--- src/core/edpm_consts.vh ---
// Constants for the energy-detect power-management block.
// Included by every design file of the block but the event bit; holds definitions only.
`ifndef EDPM_CONSTS_VH
`define EDPM_CONSTS_VH

// ----------------------------------------
// Clock and time units
// ----------------------------------------
`define EDPM_CLK_NS 4
`define EDPM_WAKE_UNIT_NS 16000000
`define EDPM_SLEEP_UNIT_NS 1000000000
// Cycles per unit at the 4 ns clock, sized to the cycle counter
`define EDPM_WAKE_UNIT_CYC 28'h03D0900
`define EDPM_SLEEP_UNIT_CYC 28'hEE6B280
`define EDPM_CYC_W 28
`define EDPM_UNITS_W 8

// ----------------------------------------
// Register indices (byte address = 4 x index)
// ----------------------------------------
`define EDPM_IDX_W 10
`define EDPM_PEC_IDX 10'h0D4
`define EDPM_SWT_IDX 10'h0D6
`define EDPM_GRST_IDX 10'h004
`define EDPM_IST_IDX 10'h005

// ----------------------------------------
// power_event_control fields
// ----------------------------------------
`define EDPM_PEC_DLY 14
`define EDPM_PEC_RSV13 13
`define EDPM_PEC_POL 12
`define EDPM_PEC_EN_HI 11
`define EDPM_PEC_EN_LO 8
`define EDPM_PEC_AUTO 7
`define EDPM_PEC_TONORM 6
`define EDPM_PEC_EVT_HI 5
`define EDPM_PEC_EVT_LO 2
`define EDPM_PEC_MODE_HI 1
`define EDPM_PEC_MODE_LO 0

// ----------------------------------------
// Wake event positions within the event field
// ----------------------------------------
`define EDPM_EV_ENERGY 0
`define EDPM_EV_LINK 1
`define EDPM_EV_MAGIC 2
`define EDPM_EV_FRAME 3
`define EDPM_NUM_EV 4

// ----------------------------------------
// Power modes
// ----------------------------------------
`define EDPM_MODE_NORMAL 2'h0
`define EDPM_MODE_ENERGY 2'h1
`define EDPM_MODE_SPD 2'h2
`define EDPM_MODE_SAVE 2'h3

// ----------------------------------------
// sleep_wake_timing fields and resets
// ----------------------------------------
`define EDPM_SWT_WAKE_HI 15
`define EDPM_SWT_WAKE_LO 8
`define EDPM_SWT_SLEEP_HI 7
`define EDPM_SWT_SLEEP_LO 0
`define EDPM_WAKE_RST 8'h08
`define EDPM_SLEEP_RST 8'h0C

// ----------------------------------------
// interrupt_status_register bits
// ----------------------------------------
`define EDPM_IST_ENERGY 2
`define EDPM_IST_LINK 3

`endif

--- src/core/edpm_top.v ---
// Energy-detect power-management controller with an APB3 register slave.
// Assumes line energy and wake events arrive synchronous to pclk, and
// presetn is the power-up reset.
`timescale 1ns/1ps
`default_nettype none
`include "edpm_consts.vh"

module edpm_top #(
  parameter [`EDPM_CYC_W-1:0] WAKE_UNIT_CYC = `EDPM_WAKE_UNIT_CYC,
  parameter [`EDPM_CYC_W-1:0] SLEEP_UNIT_CYC = `EDPM_SLEEP_UNIT_CYC
) (
  // Clock and power-up reset
  input wire pclk,
  input wire presetn,
  // APB3 slave
  input wire psel,
  input wire penable,
  input wire pwrite,
  input wire [11:0] paddr,
  input wire [31:0] pwdata,
  output reg [31:0] prdata,
  output reg pready,
  output reg pslverr,
  // Device resets that spare the wake event bits
  input wire dev_reset,
  // Line and wake events
  input wire energy_detect,
  input wire link_up_event,
  input wire magic_event,
  input wire wake_frame_event,
  // Power state outputs
  output reg power_event_out,
  output reg low_power_state,
  output reg packet_enable,
  output reg soft_power_down,
  output reg power_saving,
  output reg [1:0] power_mode
);

  // ----------------------------------------
  // Register state
  // ----------------------------------------
  reg dly_en_r;
  reg rsv13_r;
  reg pol_r;
  reg [3:0] ev_en_r;
  reg auto_en_r;
  reg to_norm_r;
  reg [1:0] mode_r;
  reg [7:0] wake_time_r;
  reg [7:0] sleep_time_r;
  reg ist_energy_r;
  reg ist_link_r;
  reg low_r;
  reg grst_cnt_r;

  wire [3:0] ev_q;
  wire [3:0] ev_set;
  wire [3:0] ev_clr;
  wire wake_done;
  wire sleep_done;

  // ----------------------------------------
  // Bus decode
  // ----------------------------------------
  // One wait state: pready rises on the second access cycle
  wire acc = psel & penable & pready;
  wire wr = acc & pwrite;
  wire rd = acc & ~pwrite;
  wire [`EDPM_IDX_W-1:0] idx = paddr[11:2];
  wire hit_pec = (idx == `EDPM_PEC_IDX);
  wire hit_swt = (idx == `EDPM_SWT_IDX);
  wire hit_grst = (idx == `EDPM_GRST_IDX);
  wire hit_ist = (idx == `EDPM_IST_IDX);
  wire hit_any = hit_pec | hit_swt | hit_grst | hit_ist;
  wire wr_pec = wr & hit_pec;
  wire wr_swt = wr & hit_swt;
  wire wr_ist = wr & hit_ist;
  wire rd_grst = rd & hit_grst;

  // ----------------------------------------
  // Mode decode
  // ----------------------------------------
  wire ed_mode = (mode_r == `EDPM_MODE_ENERGY);
  wire spd_mode = (mode_r == `EDPM_MODE_SPD);
  // Host wake counts reads only while asleep
  wire asleep = (ed_mode & low_r) | spd_mode;

  wire host_wake = rd_grst & grst_cnt_r & asleep;

  wire energy_wake = ed_mode & low_r & auto_en_r & wake_done;

  // ----------------------------------------
  // Line timers
  // ----------------------------------------
  // run drops on change
  wire wake_run = ed_mode & low_r & energy_detect;
  wire sleep_run = ed_mode & ~low_r & ~energy_detect;

  edpm_timer #(
    .UNIT_CYC(WAKE_UNIT_CYC)
  ) u_wake_timer (
    .pclk(pclk),
    .presetn(presetn),
    .run(wake_run),
    .limit(wake_time_r),
    .done_r(wake_done)
  );

  edpm_timer #(
    .UNIT_CYC(SLEEP_UNIT_CYC)
  ) u_sleep_timer (
    .pclk(pclk),
    .presetn(presetn),
    .run(sleep_run),
    .limit(sleep_time_r),
    .done_r(sleep_done)
  );

  // ----------------------------------------
  // Wake event bits
  // ----------------------------------------
  // one set line per event source; several can fire in one cycle
  assign ev_set[`EDPM_EV_ENERGY] = energy_wake;
  assign ev_set[`EDPM_EV_LINK] = link_up_event;
  assign ev_set[`EDPM_EV_MAGIC] = magic_event;
  assign ev_set[`EDPM_EV_FRAME] = wake_frame_event;
  assign ev_clr = wr_pec ? pwdata[`EDPM_PEC_EVT_HI:`EDPM_PEC_EVT_LO] : 4'h0;

  genvar gi;
  generate
    for (gi = 0; gi < `EDPM_NUM_EV; gi = gi + 1) begin : g_ev
      edpm_evbit u_evbit (
        .pclk(pclk),
        .presetn(presetn),
        .set(ev_set[gi]),
        .clr(ev_clr[gi]),
        .q_r(ev_q[gi])
      );
    end
  endgenerate

  // ----------------------------------------
  // Control registers
  // ----------------------------------------
  always @(posedge pclk or negedge presetn) begin
    if (!presetn) begin
      dly_en_r <= 1'b0;
      rsv13_r <= 1'b0;
      pol_r <= 1'b0;
      ev_en_r <= 4'h0;
      auto_en_r <= 1'b0;
      to_norm_r <= 1'b0;
      mode_r <= `EDPM_MODE_NORMAL;
      wake_time_r <= `EDPM_WAKE_RST;
      sleep_time_r <= `EDPM_SLEEP_RST;
    end else if (dev_reset) begin
      dly_en_r <= 1'b0;
      rsv13_r <= 1'b0;
      pol_r <= 1'b0;
      ev_en_r <= 4'h0;
      auto_en_r <= 1'b0;
      to_norm_r <= 1'b0;
      mode_r <= `EDPM_MODE_NORMAL;
      wake_time_r <= `EDPM_WAKE_RST;
      sleep_time_r <= `EDPM_SLEEP_RST;
    end else begin
      if (wr_pec) begin
        dly_en_r <= pwdata[`EDPM_PEC_DLY];
        rsv13_r <= pwdata[`EDPM_PEC_RSV13];
        pol_r <= pwdata[`EDPM_PEC_POL];
        ev_en_r <= pwdata[`EDPM_PEC_EN_HI:`EDPM_PEC_EN_LO];
        auto_en_r <= pwdata[`EDPM_PEC_AUTO];
        to_norm_r <= pwdata[`EDPM_PEC_TONORM];
        mode_r <= pwdata[`EDPM_PEC_MODE_HI:`EDPM_PEC_MODE_LO];
      end else if (host_wake) begin
        mode_r <= `EDPM_MODE_NORMAL;
      end else if (energy_wake & to_norm_r) begin
        mode_r <= `EDPM_MODE_NORMAL;
      end
      // zero is software's fault, not trapped here
      if (wr_swt) begin
        wake_time_r <= pwdata[`EDPM_SWT_WAKE_HI:`EDPM_SWT_WAKE_LO];
        sleep_time_r <= pwdata[`EDPM_SWT_SLEEP_HI:`EDPM_SWT_SLEEP_LO];
      end
    end
  end

  // ----------------------------------------
  // Low-power state and host wake counter
  // ----------------------------------------
  always @(posedge pclk or negedge presetn) begin
    if (!presetn) begin
      low_r <= 1'b0;
      grst_cnt_r <= 1'b0;
    end else if (dev_reset) begin
      low_r <= 1'b0;
      grst_cnt_r <= 1'b0;
    end else begin
      if (!ed_mode | energy_wake | host_wake) begin
        low_r <= 1'b0;
      end else if (sleep_done) begin
        low_r <= 1'b1;
      end
      // Stray reads while awake never count toward a later wake
      if (!asleep | host_wake) begin
        grst_cnt_r <= 1'b0;
      end else if (rd_grst) begin
        grst_cnt_r <= 1'b1;
      end
    end
  end

  // ----------------------------------------
  // Interrupt status bits
  // ----------------------------------------
  always @(posedge pclk or negedge presetn) begin
    if (!presetn) begin
      ist_energy_r <= 1'b0;
      ist_link_r <= 1'b0;
    end else begin
      ist_energy_r <= ev_set[`EDPM_EV_ENERGY] |
        (ist_energy_r & ~(wr_ist & pwdata[`EDPM_IST_ENERGY]));
      ist_link_r <= ev_set[`EDPM_EV_LINK] |
        (ist_link_r & ~(wr_ist & pwdata[`EDPM_IST_LINK]));
    end
  end

  // ----------------------------------------
  // Read mux and bus answer
  // ----------------------------------------
  reg [15:0] rd_word;
  always @* begin
    rd_word = 16'h0000;
    if (hit_pec) begin
      rd_word = {1'b0, dly_en_r, rsv13_r, pol_r, ev_en_r, auto_en_r, to_norm_r, ev_q, mode_r};
    end else if (hit_swt) begin
      rd_word = {wake_time_r, sleep_time_r};
    end else if (hit_ist) begin
      rd_word[`EDPM_IST_ENERGY] = ist_energy_r;
      rd_word[`EDPM_IST_LINK] = ist_link_r;
    end
  end

  always @(posedge pclk or negedge presetn) begin
    if (!presetn) begin
      pready <= 1'b0;
      prdata <= 32'h00000000;
      pslverr <= 1'b0;
    end else begin
      pready <= psel & penable & ~pready;
      if (psel & penable & ~pready) begin
        prdata <= pwrite ? 32'h00000000 : {16'h0000, rd_word};
        pslverr <= ~hit_any;
      end else begin
        prdata <= 32'h00000000;
        pslverr <= 1'b0;
      end
    end
  end

  // ----------------------------------------
  // Pin outputs
  // ----------------------------------------
  // enabled events; drops with them
  wire pevt_active = |(ev_q & ev_en_r);

  always @(posedge pclk or negedge presetn) begin
    if (!presetn) begin
      power_event_out <= 1'b1;
      low_power_state <= 1'b0;
      packet_enable <= 1'b0;
      soft_power_down <= 1'b0;
      power_saving <= 1'b0;
      power_mode <= `EDPM_MODE_NORMAL;
    end else begin
      power_event_out <= pol_r ? pevt_active : ~pevt_active;
      low_power_state <= ed_mode & low_r;
      packet_enable <= ~(ed_mode & low_r);
      soft_power_down <= spd_mode;
      power_saving <= (mode_r == `EDPM_MODE_SAVE);
      power_mode <= mode_r;
    end
  end

endmodule // edpm_top
`default_nettype wire

--- src/core/edpm_timer.v ---
// Continuous-condition timer: counts whole time units while run is held.
// Assumes run drops whenever the watched line condition breaks.
`timescale 1ns/1ps
`default_nettype none
`include "edpm_consts.vh"

module edpm_timer #(
  parameter [`EDPM_CYC_W-1:0] UNIT_CYC = 28'h0000010
) (
  // Clock and reset
  input wire pclk,
  input wire presetn,
  // Control
  input wire run,
  input wire [`EDPM_UNITS_W-1:0] limit,
  // Status
  output reg done_r
);

  localparam [`EDPM_CYC_W-1:0] LAST_CYC = UNIT_CYC - 28'h0000001;

  reg [`EDPM_CYC_W-1:0] cyc_r;
  reg [`EDPM_UNITS_W-1:0] units_r;

  // ----------------------------------------
  // Prescaler and unit counter
  // ----------------------------------------
  // Prescaler restarts with run, so a limit of N is never shorter than N units
  always @(posedge pclk or negedge presetn) begin
    if (!presetn) begin
      cyc_r <= 28'h0000000;
      units_r <= 8'h00;
      done_r <= 1'b0;
    end else if (!run) begin
      cyc_r <= 28'h0000000;
      units_r <= 8'h00;
      done_r <= 1'b0;
    end else begin
      if (cyc_r == LAST_CYC) begin
        cyc_r <= 28'h0000000;
        // Saturate rather than wrap
        if (units_r != 8'hFF) begin
          units_r <= units_r + 8'h01;
        end
      end else begin
        cyc_r <= cyc_r + 28'h0000001;
      end
      done_r <= (units_r >= limit);
    end
  end

endmodule // edpm_timer
`default_nettype wire

--- src/core/edpm_evbit.v ---
// One sticky wake event bit: set by hardware, cleared by writing one.
// Only power-up reset clears it; device resets leave it alone.
`timescale 1ns/1ps
`default_nettype none

module edpm_evbit (
  // Clock and reset
  input wire pclk,
  input wire presetn,
  // Control
  input wire set,
  input wire clr,
  // Status
  output reg q_r
);

  // ----------------------------------------
  // Sticky flag
  // ----------------------------------------
  // Set beats clear so a same-cycle event is not lost
  always @(posedge pclk or negedge presetn) begin
    if (!presetn) begin
      q_r <= 1'b0;
    end else begin
      q_r <= set | (q_r & ~clr);
    end
  end

endmodule // edpm_evbit
`default_nettype wire

--- config.mk ---
export PLATFORM = sky130hd
export DESIGN_NAME = edpm_top
export DESIGN_NICKNAME = d
export VERILOG_FILES = /design/src/core/edpm_top.v /design/src/core/edpm_timer.v /design/src/core/edpm_evbit.v
export VERILOG_INCLUDE_DIRS = /design/src /design/src/core
export SDC_FILE = /design/constraint.sdc
export NUM_CORES = 1
export LEC_CHECK = 0
export ABC_CLOCK_PERIOD_IN_PS = 2500
export BUFFER_PORTS_ARGS = -buffer_cell sky130_fd_sc_hd__buf_4
export CORE_MARGIN = 3
export CORE_UTILIZATION = 50
export CTS_CLUSTER_SIZE = 25
export DETAILED_ROUTE_END_ITERATION = 10
export GPL_TIMING_DRIVEN = 0
export PLACE_DENSITY_LB_ADDON = 0.3
export SYNTH_ARGS = -nofsm -noshare
export SYNTH_HDL_FRONTEND = slang
export SYNTH_HIERARCHICAL = 1
export SYNTH_SLANG_ARGS = --single-unit
--- constraint.sdc ---
create_clock -name pclk -period 2.5 [get_ports pclk]
set_input_delay 0.25 -clock pclk [delete_from_list [all_inputs] [get_ports pclk]]
set_output_delay 0.25 -clock pclk [all_outputs]
set_load 0.005 [all_outputs]
Word-level counts from Yosys, hierarchy flattened
Index checks and enable logic that the tools add are counted.
- register bits after elaboration: 150
- output and inout port bits: 41
- word-level logic and storage cells: 164
- input bits: 54
- equality and inequality tests: 15
- $lt $le $gt $ge: 2
- bitwise logic cells: 53
- reductions and logical operators: 10
- $add $sub $neg: 4
- mux-type cells: 48
- operators by type and width (operator ; number):
    2-to-1 mux 28 bit ; 4
    2-to-1 mux 8 bit ; 10
    adder 28 x 1 -> 28 bit (second input constant) ; 2
    2-to-1 mux 16 bit ; 3
    equality test 28 x 22 -> 1 bit (second input constant) ; 1
    equality test 28 bit (second input constant) ; 1
    AND 1 bit ; 26
    equality test 10 x 3 -> 1 bit (second input constant) ; 2
    equality test 10 x 8 -> 1 bit (second input constant) ; 2
    2-to-1 mux 1 bit ; 20
    adder 8 x 1 -> 8 bit (second input constant) ; 2
    >= comparator 8 bit ; 2
    != test 8 bit (second input constant) ; 2
    2-to-1 mux 2 bit ; 7
    inverter 1 bit ; 13
    bitwise OR 1 bit ; 13
    2-to-1 mux 12 bit ; 1
    2-to-1 mux 4 bit ; 3
    != test 2 bit (second input constant) ; 4
    nonzero test 3 bit ; 2
    AND 4 bit ; 1
    equality test 2 bit (second input constant) ; 2
    AND reduction 2 bit ; 2
    nonzero test 2 bit ; 2
    other kinds (4) ; 5

Logic depth before layout (Yosys ltp)
- depth after elaboration: 9
- gate-level depth with buffers: 8

Hierarchy
Netlist, hierarchy kept.
- by module, submodules not included (module ; sequential area each (µm²) ; instances ; area an instance (µm²) ; cells an instance):
    edpm_top ; 1406.3 ; 1 ; 2615.0 ; 223
    edpm_timer at u_wake_timer ; 925.9 ; 1 ; 2213.4 ; 239
    edpm_timer at u_sleep_timer ; 925.9 ; 1 ; 2084.5 ; 232
    edpm_evbit ; 25.0 ; 4 ; 36.3 ; 3

Worst setup path after synthesis
Ideal clock, no wire load.
- kind: register to register
- start point: reg u_sleep_timer.cyc_r[0]
- end point: reg u_sleep_timer.units_r[5]
- stages on the path, launching flop included: 8
- setup time: 78 ps
- slack: 344 ps
- buffers on the path: 1
- clock period less this slack: 2156 ps
- data required time: 2422 ps
- arrival time: 2078 ps
- path through: dfrtp_1 -> ha_1 -> nand3_1 -> or2_2 -> or4_1 -> buf_2 -> or3_1 -> a21boi_1
- cells in the longest elaborated chain, start to end: 3
- ends and longest elaborated chain (element ; RTL line ; source):
    start: declaration ; edpm_timer.v:22 ; reg [`EDPM_CYC_W-1:0] cyc_r;
    start signal: assignment ; edpm_timer.v:46 ; cyc_r <= cyc_r + 28'h0000001;
    equality test 28 bit ; edpm_timer.v:39 ; if (cyc_r == LAST_CYC) begin
    != test 2 bit (no source line) ; n/a ;
    AND reduction 2 bit (no source line) ; n/a ;
    end signal: assignment ; edpm_timer.v:43 ; units_r <= units_r + 8'h01;
    end: declaration ; edpm_timer.v:23 ; reg [`EDPM_UNITS_W-1:0] units_r;
Every way passes these cells.
A chain may end at the register's enable or synchronous reset.

Worst setup path in the final report
- start point: reg u_sleep_timer.cyc_r[0]
- end point: reg u_sleep_timer.cyc_r[13]
- cells in the longest elaborated chain, start to end: 3
- elaborated cells between the ends (all ways): 4
- ends and longest elaborated chain (element ; RTL line ; source):
    adder 28 x 1 -> 28 bit / equality test 28 bit (equally long branches) ; edpm_timer.v:46, edpm_timer.v:39 ;
    2-to-1 mux 28 bit (*) ; edpm_timer.v:39 ;
    2-to-1 mux 28 bit (*) ; edpm_timer.v:34 ; end else if (!run) begin
Every way passes the cells marked *; elsewhere a longest branch is shown, timed or not.

==> results_dict.tcl <==
set metrics [dict create \
    hp-start "link_up_event" \
    grt_overflow 0 \
    tns_ps 0 \
    synth-edff-count 0 \
    peakVddDrop_mv 0.607 \
    synth_fa_ha_area_share_pct 3.55 \
    yosys.area_share.xor_xnor_pct 4.84 \
    ys_async_sr_fraction_pct 100 \
    initial_utilization_pct 52.3 \
    synth_area_per_cell_um2 10.0 \
    port_buffers 60 \
    diodes 0 \
    synthSimpleGateAreaFrac_pct 24.1 \
    viasPerCell 5.63 \
    post-place-cells 958 \
    cp_slowest_cell "or4_1" \
    synth_warnings 6 \
    grt_pass1_wl_um 27800 \
    place_hpwl_um 11400 \
    slew_viol_final 0 \
    antenna_found_initial 0 \
    powerDensity_mw_per_mm2 562 \
    syn_inst 706 \
    worstSetupPathType "flop to flop" \
    ys_ff_latch 134 \
    fin_ws_ps 148 \
    clkSinkCount 134 \
    htreeDepth 4 \
    dieArea_mm2 0.0156 \
    hold_class "input pin to flop" \
    dr.pass1.iters 5 \
    crit_path_end_kind "flop" \
    cp-startpoint "u_sleep_timer/cyc_r[0]" \
    synth_top_family_by_area "simple AND/OR/NAND/NOR gates" \
    routedWlPerCell_um 16.2 \
    ys_types 69 \
    setup_viol 0 \
    rsz0062_at_grt "false" \
    ys_seq_area_share_pct 47.6 \
    p_leak_nw 3.74 \
    fin_nets 875 \
    r2r_start "u_sleep_timer/cyc_r[0]" \
    die-width_um 125 \
    fin_cells 989 \
    ios 95 \
    wirelength_um 16100 \
    track_usage_pct 21.4 \
    clock_latency_ps 420 \
    cts_root_buf "clkbuf_16" \
    drt_iter0_drc 342 \
    cp.buffers_inverters 2 \
    synth_mux_area_share_pct 6.52 \
    core_area_mm2 0.0135 \
    cts.reportedPaths.clkPinSlew_ps 50 \
    worst_pin_slew_ps 791 \
    fin_skew_ps 6.27 \
    cp.required_ps 2800 \
    synthesis.area_mm2 0.00706 \
    grt_max_degree 88 \
    period_needed_ps 2350 \
    grt_pass1_vias 5732 \
    route.vias.total 5570 \
    layout-drive-gt1-share_pct 18.5 \
    crit_arrival_ps 2650 \
    yosys_most_used_dff "dfrtp_1" \
    final_util_pct 62.2 \
    synth_area_leaders "dfrtp_1 (46%), mux2i_1 (6.5%), nor2_1 (4.7%), ha_1 (3.5%), xor2_1 (2.6%)" \
    synth-compound-area-share_pct 7.57 \
    startpoint_type "flop" \
    crit_fanout 10 \
    finalCritPeriodShare_pct 94.1 \
    cts_inserted_buffers 17 \
    clock_path_buffers 2 \
    tritoncts "yes" \
    row_count 42 \
    yosys.area.top_type "dfrtp_1" \
    slew_headroom_pct 47.3 \
    hold_viol_final 0 \
    p_total_mw 4.72 \
    syn_to_final_growth_pct 19.1 \
    critical-path-top-delay-family "simple AND/OR/NAND/NOR gates" \
    dp_slack_ps -17.8 \
    die_y_um 125 \
    place_congestion 0.886 \
    critPathMaxStageDelay_ps 510 \
    synth_top_area_share_pct 46.1 \
    status "finished, final reports clean" \
    drc 0 \
    cap_violations 0 \
    crit_chain "ha_1 -> nand3_1 -> or2_2 -> or4_1 -> buf_2 -> nand2_2 -> clkbuf_4 -> nor2_1" \
    ant_nets 0 \
    fmax_mhz 425 \
]
[synthesized netlist by cell type, types with 2 or more instances]
cell type	instances
o21ai_0	18
nor3_1	9
nand4_4	2
nand3b_1	2
nor2_1	89
and3b_1	2
or3_1	12
nor3b_1	3
dfstp_2	4
a41o_1	2
nor2b_1	2
clkbuf_1	10
a21oi_2	2
nand2_1	48
o211a_1	2
nor4_1	16
or2_2	2
and3_1	10
a21o_1	11
inv_1	39
nand4_1	17
a21oi_1	17
mux2i_1	46
a221oi_1	3
dfrtp_1	130
nand3_1	36
or4_4	3
nand2b_1	8
a31oi_1	2
buf_2	8
and2_1	11
buf_6	5
buf_4	17
xnor2_1	18
or4_1	8
ha_1	20
nand4_2	2
xor2_1	21
o31ai_1	10
nor4b_1	6
and4_1	4
or3b_1	2
[where the power goes]
group	leakage [nW]	internal (mW)	switching, mW	total [mW]
logic	1.63	0.0754	0.0986	0.174
clock network	0.283	1.48	0.892	2.37
registers	1.83	2.17	0.00144	2.17
total	3.74	3.73	0.992	4.72
[cell families after synthesis]
logic type	after synthesis
multiplexers	46
AND/OR/NAND/NOR	307
adder cells (fa/ha/maj)	20
AO/OA/AOI/OAI	79
buffers and inverters	80
other	1
flip-flops	134
XOR/XNOR	39
[layer usage]
| layer | track usage (%) | up-vias | routed length, µm |
|---|---|---|---|
| met2 | 35.2 | 147 | 7930 |
| met1 | 27.8 | 2744 | 6960 |
| met3 | 4.76 | 32 | 777 |
| met4 | 8.04 | 0 | 389 |
| met5 | 0 | - | 0 |
| li1 | - | 2647 | - |
[worst paths after layout]
check / cells after the start / slack, ps / endpoint
setup / recovery: 8 / 150 / u_sleep_timer/cyc_r[13]
max in group asynchronous: 3 / 1400 / power_event_out
min in group asynchronous: 2 / 340 / prdata[2]
hold / removal: 2 / 30 / g_ev[1].u_evbit/q_r
setup reg to reg: 8 / 150 / u_sleep_timer/cyc_r[13]
hold reg to reg: 1 / 470 / power_event_out
[per-stage QoR]
stage          hold slack, ps  cell area [µm²]
2_1_floorplan           -45.6             7110
3_3_place_gp              449             7780
3_5_place_dp              211             7820
4_1_cts                  18.6             8400
5_1_grt                  21.8             8410
6_report                 31.0             8410
[registers in the layout, indices dropped and copies added (netlist names), 2 cells and up]
| register | cells |
|---|---|
| ev_en_r | 4 |
| sleep_time_r | 8 |
| power_mode | 2 |
| mode_r | 2 |
| g_ev.u_evbit/q_r | 4 |
| u_sleep_timer/cyc_r | 28 |
| u_wake_timer/cyc_r | 28 |
| wake_time_r | 8 |
| u_sleep_timer/units_r | 8 |
| u_wake_timer/units_r | 8 |
| prdata | 16 |
[placed cells by master (no fill, tap or decap), types with 18 or more instances in the layout]
| cell type | count |
|---|---|
| o21ai_0 | 18 |
| xor2_1 | 21 |
| buf_4 | 76 |
| inv_1 | 39 |
| nor2_1 | 89 |
| nand3_1 | 36 |
| ha_1 | 20 |
| mux2i_1 | 46 |
| nand2_1 | 47 |
| xnor2_1 | 18 |
| dfrtp_1 | 130 |
[layout make-up]
type	instances	area, µm²
flip-flops and latches	134	3360
multi-input cells	507	3350
well taps	176	220
repair buffers	62	492
clock buffers	22	494
plain buffers	39	263
inverters	40	151
fillers	1104	5100
clock inverters	9	75.1
[repair_timing]
| action | CTS | global route |
|---|---|---|
| gates resized for setup | 2 | 3 |
| endpoints found under the hold margin | 47 | 0 |
| setup buffers | 0 | 0 |
| endpoints found under the setup margin | 2 | 21 |
| pin swaps | 0 | 0 |
| hold buffers | 1 | 0 |
Note: power is estimated with default switching activity, not from simulation.
